--- src/rtl/rcfg_pkg.sv ---
// rcfg_pkg: register map, field positions, defaults and types of the reset configuration block
package rcfg_pkg;

    // register byte offsets on the slave port
    localparam logic [3:0] RCFG_OFS_RESET_DEFAULT = 4'h0;
    localparam logic [3:0] RCFG_OFS_PART_ID       = 4'h4;
    localparam logic [3:0] RCFG_OFS_SYNTH_STATUS  = 4'h8;
    localparam logic [3:0] RCFG_OFS_CHIP_CONFIG   = 4'hC;

    // field positions of reset_default_config
    localparam int RCFG_CS_LSB       = 8;
    localparam int RCFG_PLL_MODE_BIT = 7;
    localparam int RCFG_PLL_REF_BIT  = 6;
    localparam int RCFG_PAD_BIT      = 5;
    localparam int RCFG_BOOTW_LSB    = 3;
    localparam int RCFG_BOOTDEV_BIT  = 2;
    localparam int RCFG_MODE_BIT     = 0;

    // field positions of synthesizer_status and chip_configuration
    localparam int RCFG_SYN_ENABLE_BIT = 0;
    localparam int RCFG_SYN_REF_BIT    = 1;
    localparam int RCFG_SYN_MODE_BIT   = 2;
    localparam int RCFG_CCR_MODE_LSB   = 8;

    // default configuration reported after reset
    localparam logic [1:0] RCFG_DEF_CS_LAYOUT  = 2'h0;
    localparam logic       RCFG_DEF_PLL_MODE   = 1'h1;
    localparam logic       RCFG_DEF_PLL_REF    = 1'h1;
    localparam logic       RCFG_DEF_PAD_FULL   = 1'h1;
    localparam logic [1:0] RCFG_DEF_BOOT_WIDTH = 2'h0;
    localparam logic       RCFG_DEF_BOOT_DEV   = 1'h0;
    localparam logic       RCFG_DEF_CHIP_MODE  = 1'h0;

    // identity, arbitrary neutral values
    localparam logic [7:0] RCFG_PART_NUMBER = 8'h5A;
    localparam logic [7:0] RCFG_REVISION    = 8'h01;

    // actual chip mode codes and clock mode pin codes
    localparam logic [2:0] RCFG_CHIP_SINGLE = 3'h6;
    localparam logic [2:0] RCFG_CHIP_MASTER = 3'h7;
    localparam logic [1:0] RCFG_CLK_PLL_OFF = 2'h0;
    localparam logic [1:0] RCFG_CLK_ONE_ONE = 2'h1;
    localparam logic [1:0] RCFG_CLK_NORM_EXT = 2'h2;

    // position of each override data pin inside the strap vector
    localparam int RCFG_STRAP_MODE_HI = 7;
    localparam int RCFG_STRAP_CS_HI   = 6;
    localparam int RCFG_STRAP_CS_LO   = 5;
    localparam int RCFG_STRAP_PAD     = 4;
    localparam int RCFG_STRAP_BOOT_HI = 3;
    localparam int RCFG_STRAP_BOOT_LO = 2;
    localparam int RCFG_STRAP_MODE_MI = 1;
    localparam int RCFG_STRAP_MODE_LO = 0;

    // bus answer codes and reset value of waitrequest
    localparam logic [1:0] RCFG_RESP_OKAY       = 2'h0;
    localparam logic [1:0] RCFG_RESP_DECODE_ERR = 2'h3;
    localparam logic       RCFG_RST_WAITREQ     = 1'h1;

    typedef enum logic {
        RCFG_BUS_IDLE   = 1'b0,
        RCFG_BUS_ANSWER = 1'b1
    } rcfg_bus_state_t;

endpackage

--- src/rtl/rcfg_strap_capture.sv ---
// rcfg_strap_capture: samples override request and override pins while reset is held
`timescale 1ns/1ps
`default_nettype none
module rcfg_strap_capture
    import rcfg_pkg::*;
(
    input  wire logic       mclk,
    input  wire logic       reset_n,
    input  wire logic       config_request_n,
    input  wire logic [7:0] strap_pins,
    input  wire logic [1:0] clock_mode_pins,
    output logic            override_q,
    output logic [7:0]      strap_q,
    output logic [1:0]      clock_mode_q
);

    // follow the pins every edge in reset, freeze at release
    always_ff @(posedge mclk) begin
        if (!reset_n) begin
            override_q   <= ~config_request_n;
            strap_q      <= strap_pins;
            clock_mode_q <= clock_mode_pins;
        end
    end

endmodule
`default_nettype wire

--- src/rtl/rcfg_pin_decode.sv ---
// rcfg_pin_decode: turns captured override pins or defaults into the effective configuration
`timescale 1ns/1ps
`default_nettype none
module rcfg_pin_decode
    import rcfg_pkg::*;
(
    input  wire logic       override,
    input  wire logic [7:0] strap,
    input  wire logic [1:0] clock_mode,
    input  wire logic [1:0] def_cs_layout,
    input  wire logic       def_pll_mode,
    input  wire logic       def_pll_ref,
    input  wire logic       def_pad_full,
    input  wire logic [1:0] def_boot_width,
    input  wire logic       def_boot_dev,
    input  wire logic       def_chip_mode,
    output logic [1:0]      eff_cs_layout,
    output logic            eff_pll_enable,
    output logic            eff_pll_mode,
    output logic            eff_pll_ref,
    output logic            eff_pad_full,
    output logic [1:0]      eff_boot_width,
    output logic            eff_boot_dev,
    output logic [2:0]      eff_chip_mode
);

    wire logic [1:0] pin_cs;
    wire logic [1:0] pin_boot;
    wire logic [2:0] pin_mode;
    wire logic [2:0] def_mode;

    // pin order for one and two selects is swapped against the field encoding
    assign pin_cs   = {strap[RCFG_STRAP_CS_LO], strap[RCFG_STRAP_CS_HI]};
    assign pin_boot = {strap[RCFG_STRAP_BOOT_HI], strap[RCFG_STRAP_BOOT_LO]};
    assign pin_mode = {strap[RCFG_STRAP_MODE_HI], strap[RCFG_STRAP_MODE_MI],
                       strap[RCFG_STRAP_MODE_LO]};
    assign def_mode = def_chip_mode ? RCFG_CHIP_MASTER : RCFG_CHIP_SINGLE;

    // pins win only when the request pin was low in reset
    assign eff_cs_layout  = override ? pin_cs : def_cs_layout;
    assign eff_pll_enable = override ? (clock_mode != RCFG_CLK_PLL_OFF) : 1'b1;
    assign eff_pll_mode   = override ? (clock_mode != RCFG_CLK_ONE_ONE) : def_pll_mode;
    assign eff_pll_ref    = override ? clock_mode[0] : def_pll_ref;
    assign eff_pad_full   = override ? strap[RCFG_STRAP_PAD] : def_pad_full;
    assign eff_boot_width = override ? pin_boot : def_boot_width;
    assign eff_boot_dev   = override ? (pin_boot != 2'h0) : def_boot_dev;
    assign eff_chip_mode  = override ? pin_mode : def_mode;

endmodule
`default_nettype wire

--- src/rtl/rcfg_top.sv ---
// rcfg_top: reset configuration and part identification registers behind an Avalon-MM slave
//
// The placing of the registers and the Avalon-MM slave port are this design's own decisions.
`timescale 1ns/1ps
`default_nettype none
// Behaviour
// - reset_default_config bits 15:10 and bit 1 always read zero.
// - bits 9:8 report the default chip-select layout, overridable in reset.
// - layout 00 none, 01 select six, 10 six and five, 11 six five four.
// - bit 7 reports default pll mode: 0 one-to-one, 1 normal.
// - actual pll mode after override shows in synthesizer_status mode flag.
// - bit 6 reports default pll reference: 0 external clock, 1 crystal.
// - actual reference after override shows in synthesizer_status reference flag.
// - bit 5 reports default pad strength: 0 partial, 1 full.
// - bits 4:3 report default boot width for external boot, overridable.
// - boot width 00 internal 32, 01 16, 10 8, 11 external 32.
// - bit 2 reports default boot device: 0 internal, 1 external.
// - bit 0 reports default chip mode: 0 single-chip, 1 master.
// - actual chip mode after override shows in chip_configuration mode field.
// - part_identification bits 15:8 give the part number.
// - part_identification bits 7:0 give the mask revision number.
// - reset_default_config is read-only; writes change nothing.
// - override values replace defaults only with request pin low in reset.
module rcfg_top
    import rcfg_pkg::*;
#(
    parameter logic [1:0] DEF_CS_LAYOUT  = RCFG_DEF_CS_LAYOUT,
    parameter logic       DEF_PLL_MODE   = RCFG_DEF_PLL_MODE,
    parameter logic       DEF_PLL_REF    = RCFG_DEF_PLL_REF,
    parameter logic       DEF_PAD_FULL   = RCFG_DEF_PAD_FULL,
    parameter logic [1:0] DEF_BOOT_WIDTH = RCFG_DEF_BOOT_WIDTH,
    parameter logic       DEF_BOOT_DEV   = RCFG_DEF_BOOT_DEV,
    parameter logic       DEF_CHIP_MODE  = RCFG_DEF_CHIP_MODE,
    parameter logic [7:0] PART_NUMBER    = RCFG_PART_NUMBER,
    parameter logic [7:0] REVISION       = RCFG_REVISION
)(
    input  wire logic        mclk,
    input  wire logic        reset_n,
    input  wire logic        config_request_n,
    input  wire logic [7:0]  strap_pins,
    input  wire logic [1:0]  clock_mode_pins,
    input  wire logic [3:0]  avs_address,
    input  wire logic        avs_read,
    input  wire logic        avs_write,
    input  wire logic [31:0] avs_writedata,
    input  wire logic [3:0]  avs_byteenable,
    output logic [31:0]      avs_readdata,
    output logic             avs_waitrequest,
    output logic [1:0]       avs_response,
    output logic [1:0]       cfg_cs_layout,
    output logic [2:0]       port_f_chip_select,
    output logic             cfg_pll_enable,
    output logic             cfg_pll_mode,
    output logic             cfg_pll_ref,
    output logic             cfg_pad_full,
    output logic [1:0]       cfg_boot_width,
    output logic             cfg_boot_external,
    output logic [2:0]       cfg_chip_mode
);

    // captured straps and their decoded view
    wire logic       override_q;
    wire logic [7:0] strap_q;
    wire logic [1:0] clock_mode_q;
    wire logic [1:0] eff_cs_layout;
    wire logic       eff_pll_enable;
    wire logic       eff_pll_mode;
    wire logic       eff_pll_ref;
    wire logic       eff_pad_full;
    wire logic [1:0] eff_boot_width;
    wire logic       eff_boot_dev;
    wire logic [2:0] eff_chip_mode;
    wire logic [2:0] def_chip_code;

    // registered configuration, bus state and answer
    logic [1:0]      cs_layout_q;
    logic [2:0]      port_f_cs_q;
    logic [2:0]      port_f_cs_d;
    logic            pll_enable_q;
    logic            pll_mode_q;
    logic            pll_ref_q;
    logic            pad_full_q;
    logic [1:0]      boot_width_q;
    logic            boot_dev_q;
    logic [2:0]      chip_mode_q;
    rcfg_bus_state_t state_q;
    rcfg_bus_state_t state_d;
    logic            waitreq_q;
    logic [31:0]     readdata_q;
    logic [1:0]      response_q;

    // register images and decode
    wire logic [15:0] reset_default_config_value;
    wire logic [15:0] part_id_value;
    wire logic [15:0] synth_value;
    wire logic [15:0] ccr_value;
    wire logic        hit_reset_default_config;
    wire logic        hit_part;
    wire logic        hit_synth;
    wire logic        hit_ccr;
    wire logic        hit_any;
    wire logic        request;
    wire logic        take;
    wire logic [15:0] read_mux;

    rcfg_strap_capture u_capture (
        .mclk             (mclk),
        .reset_n          (reset_n),
        .config_request_n (config_request_n),
        .strap_pins       (strap_pins),
        .clock_mode_pins  (clock_mode_pins),
        .override_q       (override_q),
        .strap_q          (strap_q),
        .clock_mode_q     (clock_mode_q)
    );

    rcfg_pin_decode u_decode (
        .override       (override_q),
        .strap          (strap_q),
        .clock_mode     (clock_mode_q),
        .def_cs_layout  (DEF_CS_LAYOUT),
        .def_pll_mode   (DEF_PLL_MODE),
        .def_pll_ref    (DEF_PLL_REF),
        .def_pad_full   (DEF_PAD_FULL),
        .def_boot_width (DEF_BOOT_WIDTH),
        .def_boot_dev   (DEF_BOOT_DEV),
        .def_chip_mode  (DEF_CHIP_MODE),
        .eff_cs_layout  (eff_cs_layout),
        .eff_pll_enable (eff_pll_enable),
        .eff_pll_mode   (eff_pll_mode),
        .eff_pll_ref    (eff_pll_ref),
        .eff_pad_full   (eff_pad_full),
        .eff_boot_width (eff_boot_width),
        .eff_boot_dev   (eff_boot_dev),
        .eff_chip_mode  (eff_chip_mode)
    );

    assign def_chip_code = DEF_CHIP_MODE ? RCFG_CHIP_MASTER : RCFG_CHIP_SINGLE;

    // port f bit 7-k is a select when the layout counts k+1 or more selects
    genvar k;
    generate
        for (k = 0; k < 3; k = k + 1) begin : g_portf
            assign port_f_cs_d[2-k] = (eff_cs_layout > 2'(k));
        end
    endgenerate

    // effective configuration; defaults held throughout reset, port f selects cleared to zero
    always_ff @(posedge mclk) begin
        if (!reset_n) begin
            cs_layout_q  <= DEF_CS_LAYOUT;
            port_f_cs_q  <= 3'h0;
            pll_enable_q <= 1'b1;
            pll_mode_q   <= DEF_PLL_MODE;
            pll_ref_q    <= DEF_PLL_REF;
            pad_full_q   <= DEF_PAD_FULL;
            boot_width_q <= DEF_BOOT_WIDTH;
            boot_dev_q   <= DEF_BOOT_DEV;
            chip_mode_q  <= def_chip_code;
        end else begin
            cs_layout_q  <= eff_cs_layout;
            port_f_cs_q  <= port_f_cs_d;
            pll_enable_q <= eff_pll_enable;
            pll_mode_q   <= eff_pll_mode;
            pll_ref_q    <= eff_pll_ref;
            pad_full_q   <= eff_pad_full;
            boot_width_q <= eff_boot_width;
            boot_dev_q   <= eff_boot_dev;
            chip_mode_q  <= eff_chip_mode;
        end
    end

    // defaults are wired constants, so no write path can reach them
    assign reset_default_config_value = {6'h0,
                         DEF_CS_LAYOUT,
                         DEF_PLL_MODE,
                         DEF_PLL_REF,
                         DEF_PAD_FULL,
                         DEF_BOOT_WIDTH,
                         DEF_BOOT_DEV,
                         1'b0,
                         DEF_CHIP_MODE};
    assign part_id_value = {PART_NUMBER, REVISION};
    assign synth_value = {13'h0, pll_mode_q, pll_ref_q, pll_enable_q};
    assign ccr_value   = {5'h0, chip_mode_q, 8'h00};

    // address decode; byte lanes do not matter on a read-only map
    assign hit_reset_default_config  = (avs_address == RCFG_OFS_RESET_DEFAULT);
    assign hit_part  = (avs_address == RCFG_OFS_PART_ID);
    assign hit_synth = (avs_address == RCFG_OFS_SYNTH_STATUS);
    assign hit_ccr   = (avs_address == RCFG_OFS_CHIP_CONFIG);
    assign hit_any   = hit_reset_default_config | hit_part | hit_synth | hit_ccr;
    assign read_mux  = hit_reset_default_config  ? reset_default_config_value :
                       hit_part  ? part_id_value :
                       hit_synth ? synth_value :
                       hit_ccr   ? ccr_value : 16'h0000;
    assign request   = avs_read | avs_write;
    assign take      = request && (state_q == RCFG_BUS_IDLE);

    // one wait cycle per access, then a one-cycle answer
    always_comb begin
        case (state_q)
            RCFG_BUS_IDLE:   state_d = request ? RCFG_BUS_ANSWER : RCFG_BUS_IDLE;
            RCFG_BUS_ANSWER: state_d = RCFG_BUS_IDLE;
            default:         state_d = RCFG_BUS_IDLE;
        endcase
    end

    always_ff @(posedge mclk) begin
        if (!reset_n) begin
            state_q   <= RCFG_BUS_IDLE;
            waitreq_q <= RCFG_RST_WAITREQ;
        end else begin
            state_q   <= state_d;
            waitreq_q <= (state_d != RCFG_BUS_ANSWER);
        end
    end

    // answer latched when taken; writes are answered but store nothing
    always_ff @(posedge mclk) begin
        if (!reset_n) begin
            readdata_q <= 32'h0000_0000;
            response_q <= RCFG_RESP_OKAY;
        end else if (take) begin
            readdata_q <= avs_read ? {16'h0000, read_mux} : 32'h0000_0000;
            response_q <= hit_any ? RCFG_RESP_OKAY : RCFG_RESP_DECODE_ERR;
        end
    end

    assign avs_readdata       = readdata_q;
    assign avs_waitrequest    = waitreq_q;
    assign avs_response       = response_q;
    assign cfg_cs_layout      = cs_layout_q;
    assign port_f_chip_select = port_f_cs_q;
    assign cfg_pll_enable     = pll_enable_q;
    assign cfg_pll_mode       = pll_mode_q;
    assign cfg_pll_ref        = pll_ref_q;
    assign cfg_pad_full       = pad_full_q;
    assign cfg_boot_width     = boot_width_q;
    assign cfg_boot_external  = boot_dev_q;
    assign cfg_chip_mode      = chip_mode_q;

    // checks on bus timing, on answered reads and on the configuration outputs
    wire logic rd_ack;
    wire logic wr_ack;
    assign rd_ack = avs_read && !avs_waitrequest;
    assign wr_ack = avs_write && !avs_waitrequest;

    chk_bus_answer: assert property (@(posedge mclk) disable iff (!reset_n)
        take |=> !avs_waitrequest ##1 avs_waitrequest)
        else $error("access not answered after one wait cycle");
    chk_reset_default_config_reserved: assert property (@(posedge mclk) disable iff (!reset_n)
        rd_ack && hit_reset_default_config |-> avs_readdata[31:10] == 22'h0 && !avs_readdata[1])
        else $error("reserved default bits not zero");
    chk_reset_default_config_fields: assert property (@(posedge mclk) disable iff (!reset_n)
        rd_ack && hit_reset_default_config |-> avs_readdata[9:8] == DEF_CS_LAYOUT
            && avs_readdata[7] == DEF_PLL_MODE && avs_readdata[6] == DEF_PLL_REF
            && avs_readdata[5] == DEF_PAD_FULL && avs_readdata[4:3] == DEF_BOOT_WIDTH
            && avs_readdata[2] == DEF_BOOT_DEV && avs_readdata[0] == DEF_CHIP_MODE)
        else $error("default field read wrong"); // also
    chk_port_f_map: assert property (@(posedge mclk) disable iff (!reset_n)
        reset_n |=> port_f_cs_q == {$past(eff_cs_layout) != 2'h0, $past(eff_cs_layout) >= 2'h2,
                            $past(eff_cs_layout) == 2'h3})
        else $error("port f select map wrong");
    chk_pll_flags: assert property (@(posedge mclk) disable iff (!reset_n)
        rd_ack && hit_synth |-> avs_readdata[2:0] == {cfg_pll_mode, cfg_pll_ref, cfg_pll_enable})
        else $error("synthesizer flags do not match pll config");
    chk_ccr_mode: assert property (@(posedge mclk) disable iff (!reset_n)
        rd_ack && hit_ccr |-> avs_readdata[10:8] == cfg_chip_mode
            && avs_readdata[15:11] == 5'h0 && avs_readdata[7:0] == 8'h0)
        else $error("chip mode field wrong");
    chk_part_id: assert property (@(posedge mclk) disable iff (!reset_n)
        rd_ack && hit_part |-> avs_readdata == {16'h0000, PART_NUMBER, REVISION})
        else $error("part identification wrong");
    chk_write_ignored: assert property (@(posedge mclk) disable iff (!reset_n)
        wr_ack |=> $stable(cfg_chip_mode) && $stable(cfg_cs_layout) && $stable(cfg_pll_mode))
        else $error("write altered configuration");
    chk_default_hold: assert property (@(posedge mclk) disable iff (!reset_n)
        ##1 !override_q |-> cfg_chip_mode == def_chip_code && cfg_cs_layout == DEF_CS_LAYOUT
            && cfg_boot_width == DEF_BOOT_WIDTH && cfg_pll_enable)
        else $error("defaults replaced without request pin");

endmodule
`default_nettype wire

--- config.mk ---
export PLATFORM = sky130hd
export DESIGN_NAME = rcfg_top
export DESIGN_NICKNAME = d
export VERILOG_FILES = /design/src/rtl/rcfg_pkg.sv /design/src/rtl/rcfg_strap_capture.sv /design/src/rtl/rcfg_pin_decode.sv /design/src/rtl/rcfg_top.sv
export SDC_FILE = /design/constraint.sdc
export NUM_CORES = 1
export LEC_CHECK = 0
export BUFFER_PORTS_ARGS = -buffer_cell sky130_fd_sc_hd__buf_4
export CAP_MARGIN = 20
export CORE_MARGIN = 1.5
export CORE_UTILIZATION = 40
export CTS_BUF_LIST = sky130_fd_sc_hd__clkbuf_8
export DETAILED_ROUTE_END_ITERATION = 7
export GPL_ROUTABILITY_DRIVEN = 0
export PLACE_DENSITY = 0.82
export SLEW_MARGIN = 20
export SYNTH_ARGS = -nofsm -noshare
export SYNTH_HDL_FRONTEND = slang
export SYNTH_SLANG_ARGS = --single-unit
--- constraint.sdc ---
create_clock -name mclk -period 1.1 [get_ports mclk]
set_input_delay 0.165 -clock mclk [delete_from_list [all_inputs] [get_ports mclk]]
set_output_delay 0.165 -clock mclk [all_outputs]
set_load 0.005 [all_outputs]
==> results.md <==
- Detailed-placement wirelength estimate: 1653 um
- R2r setup slk: 100 ps
- Ports: 105
- Synthesized area: 1311 um2
- Period utilization: 90.99%
- CTS tree: done
- Starting density of the core: 42.60%
- Worst-path cell chain: nor2b_1, and3_2, a32o_1
- Layout Nets: 209
- Worst setup EP type: flip-flop
- Fin Setup TNS: 0 ps
- Core area: 3078 um2
- Clk sinks: 36
- Max Freq: 0.9991 GHz
- Root Driver: clkbuf_8
- First-pass GRT wire length: 3105 um
- Slowest-stage cell, CP: dfxtp_1
- Hold path cells: 1
- Hold Path Class: in -> reg
- PwrDens: 1645 nW/um2
- DRT Pass-1 Iters: 4
- Pin count of the biggest net entering global routing: 13
- Biggest cell delay along the critical path: 330 ps
- Reg clk slew, reported paths: 70 ps
- Net Switching: 0.5759 mW
- Number of H-tree levels: 2
- Area grow syn2layout: 30.44%
- Mean post-synth cell area: 12.25 um2
- Vias per cell: 4.171
- Row Count: 20
- Die Wd: 60.26 um
- Total GRT Usage: 12.08%
- Commonest cells after routing, fill and taps aside: buf_4 (49), dfxtp_1 (25), conb_1 (20)
- Combinational Power Share: 7.7%
- Worst hold path endpoint: u_capture.strap_q[1]
- Ant diodes: 0
- Post-CTS Setup Bufs: 0
- Die ar.: 3631 um2
- Yosys top cell area share: 38.17%
- Die H: 60.26 um
- Number of remaining DRC errors: 0
- Startpoint Class: flip-flop
- Sw Share: 20.47%
- Routed wire length: 2075 um
- Max-cap viol count: 0
- Yosys Warn Count: 0
- Cells after Synth: 107
- RSZ-0062 raised after global routing: no
- Post-synthesis cell type count: 22
- Initial antenna violation count: 0
- Sequential share of power: 52.5%
- Placed Cells: 191
- Non-Filler Instances: 199
- Maximum fanout along the worst path: 8
- Routed Antenna Nets: 0
- Total number of vias: 830
- Layout cells sized above 1: 43.87%
- Final setup skew: 1.556 ps
- Crit Path Category: reg -> reg
- Slew Limit Fails: 0
- Crit path arrival time: 1180 ps
- Synth area leader: dfxtp_1
- Post-synthesis register bit count: 36
- Outcome: finished clean
- Min-delay src: strap_pins[1]
- R2R cell count: 3
- Grt ovf: 0
- Clk_lat worst skew: 280 ps
- Post-synthesis sequential area ratio: 63.36%
- Req. time, crit path: 1270 ps
- I/O Buffers: 48
- Reg2reg end: avs_readdata[1]
- Min Tclk post-route: 1001 ps
- Vias in the first global route: 721
- Drt wl/cell: 10.43 um
- IR drop worst, VDD: 0.001034 V
- Clock Tree Buf Depth: 2
- Hold Vio Cnt, Final: 0
- CTS Buf Count: 5
- Commonest non-fill, non-tap cell in the layout: buf_4
- LEAKAGE: 0.7975 nW
- Top post-synthesis cells by area: dfxtp_1 (38%), edfxtp_1 (25%), buf_4 (15%)
- Final setup fails: 0
- R2r startpoint: state_q
- Clock power share: 39.8%
- P_int: 2.238 mW
- Starting DRT DRC Count: 17
cell families after synthesis:
| group | count (synthesis) | share of synthesized area [%] |
|---|---|---|
| compound gates | 12 | 8.016 |
| buf+inv | 31 | 16.89 |
| flops | 36 | 63.36 |
| other cells | 1 | 0.2860 |
| simple gates | 27 | 11.45 |
layout make-up:
type	count	area (um2)
repair buffers	49	367.9
fillers	281	1368
clock buffers	5	68.82
flip-flops and latches	36	830.8
well taps	44	55.05
clock inverters	3	42.54
inverters	3	11.26
multi-input cells	59	334.1
timing repair:
item | 4_1_cts | 5_1_grt
endpoints found under the setup margin | 0 | 6
hold buffers | 0 | 0
gates resized for setup | 0 | 2
hold endpoints to repair | 0 | 0
how the worst max path moves through the flow:
| stage | from | endpoint | slack, ps | cells after the start |
|---|---|---|---|---|
| 2_1_floorplan | state_q | avs_readdata[10] | 130 | 4 |
| 3_3_place_gp | reset_n | avs_readdata[2] | 40 | 4 |
| 3_5_place_dp | reset_n | avs_readdata[1] | 20 | 4 |
| 4_1_cts | state_q | avs_readdata[1] | 40 | 3 |
| 5_1_grt | state_q | avs_readdata[1] | 40 | 3 |
| 6_report | state_q | avs_readdata[1] | 100 | 3 |
stage by stage:
| step | util (%) | power, mW | hold WS, ps | area, um2 | worst slack (ps) |
|---|---|---|---|---|---|
| after floorplan | - | 1.643 | 263.9 | 1383 | 128.7 |
| after global placement | 51.83 | 1.715 | 343.3 | 1595 | 40.97 |
| after detailed placement | 51.83 | 1.724 | 344.8 | 1595 | 21.75 |
| after CTS | 55.45 | 2.849 | 42.86 | 1707 | 43.68 |
| after global routing | 55.57 | 2.938 | 36.40 | 1710 | 43.23 |
| final | 55.57 | 2.814 | 55.67 | 1710 | 99.08 |
cells in the mapped netlist:
master and n:
nand2_1 2, o2bb2ai_1 1, buf_6 1, clkbuf_1 1
conb_1 1, edfxtp_1 11, inv_1 3, nor2_1 8
and2_1 2, or3_1 1, buf_4 26, nor2b_1 3
nand2b_1 1, a21o_1 1, a22o_1 3, dfxtp_1 25
and3_2 5, o21ai_0 1, and3_1 1, o21a_1 1
or2_2 4, a32o_1 5
layer usage:
metal  routed length (um)  vias up  track usage [%]
met2                  997       57            19.25
met3                  239        2            4.762
met5                    0        -                0
li1                     -      408                -
met1                  808      363            13.33
met4                   31        0            7.619
critical path: cells and delay by family, from the launching register on:
| family | cells | cell delay [ps] |
|---|---|---|
| flip-flops | 1 | 330 |
| AO/OA/AOI/OAI | 1 | 260 |
| AND/OR/NAND/NOR | 2 | 300 |
state kept, by name, summed over array words and instances, names as in the netlist, 2 cells and up:
register and cells:
cfg_chip_mode 3, cfg_boot_width 2, u_capture.strap_q 8, avs_readdata 8, port_f_chip_select 3, u_capture.clock_mode_q 2
power groups by stage:
stage               registers [mW]  clock network [mW]  logic (mW)
floorplan                     1.50                   0       0.140
global placement              1.50                   0       0.213
detailed placement            1.51                   0       0.218
CTS                           1.48                1.15       0.218
global route                  1.48                1.21       0.245
finish                        1.48                1.12       0.217
Note: power is estimated with default switching activity, not from simulation.
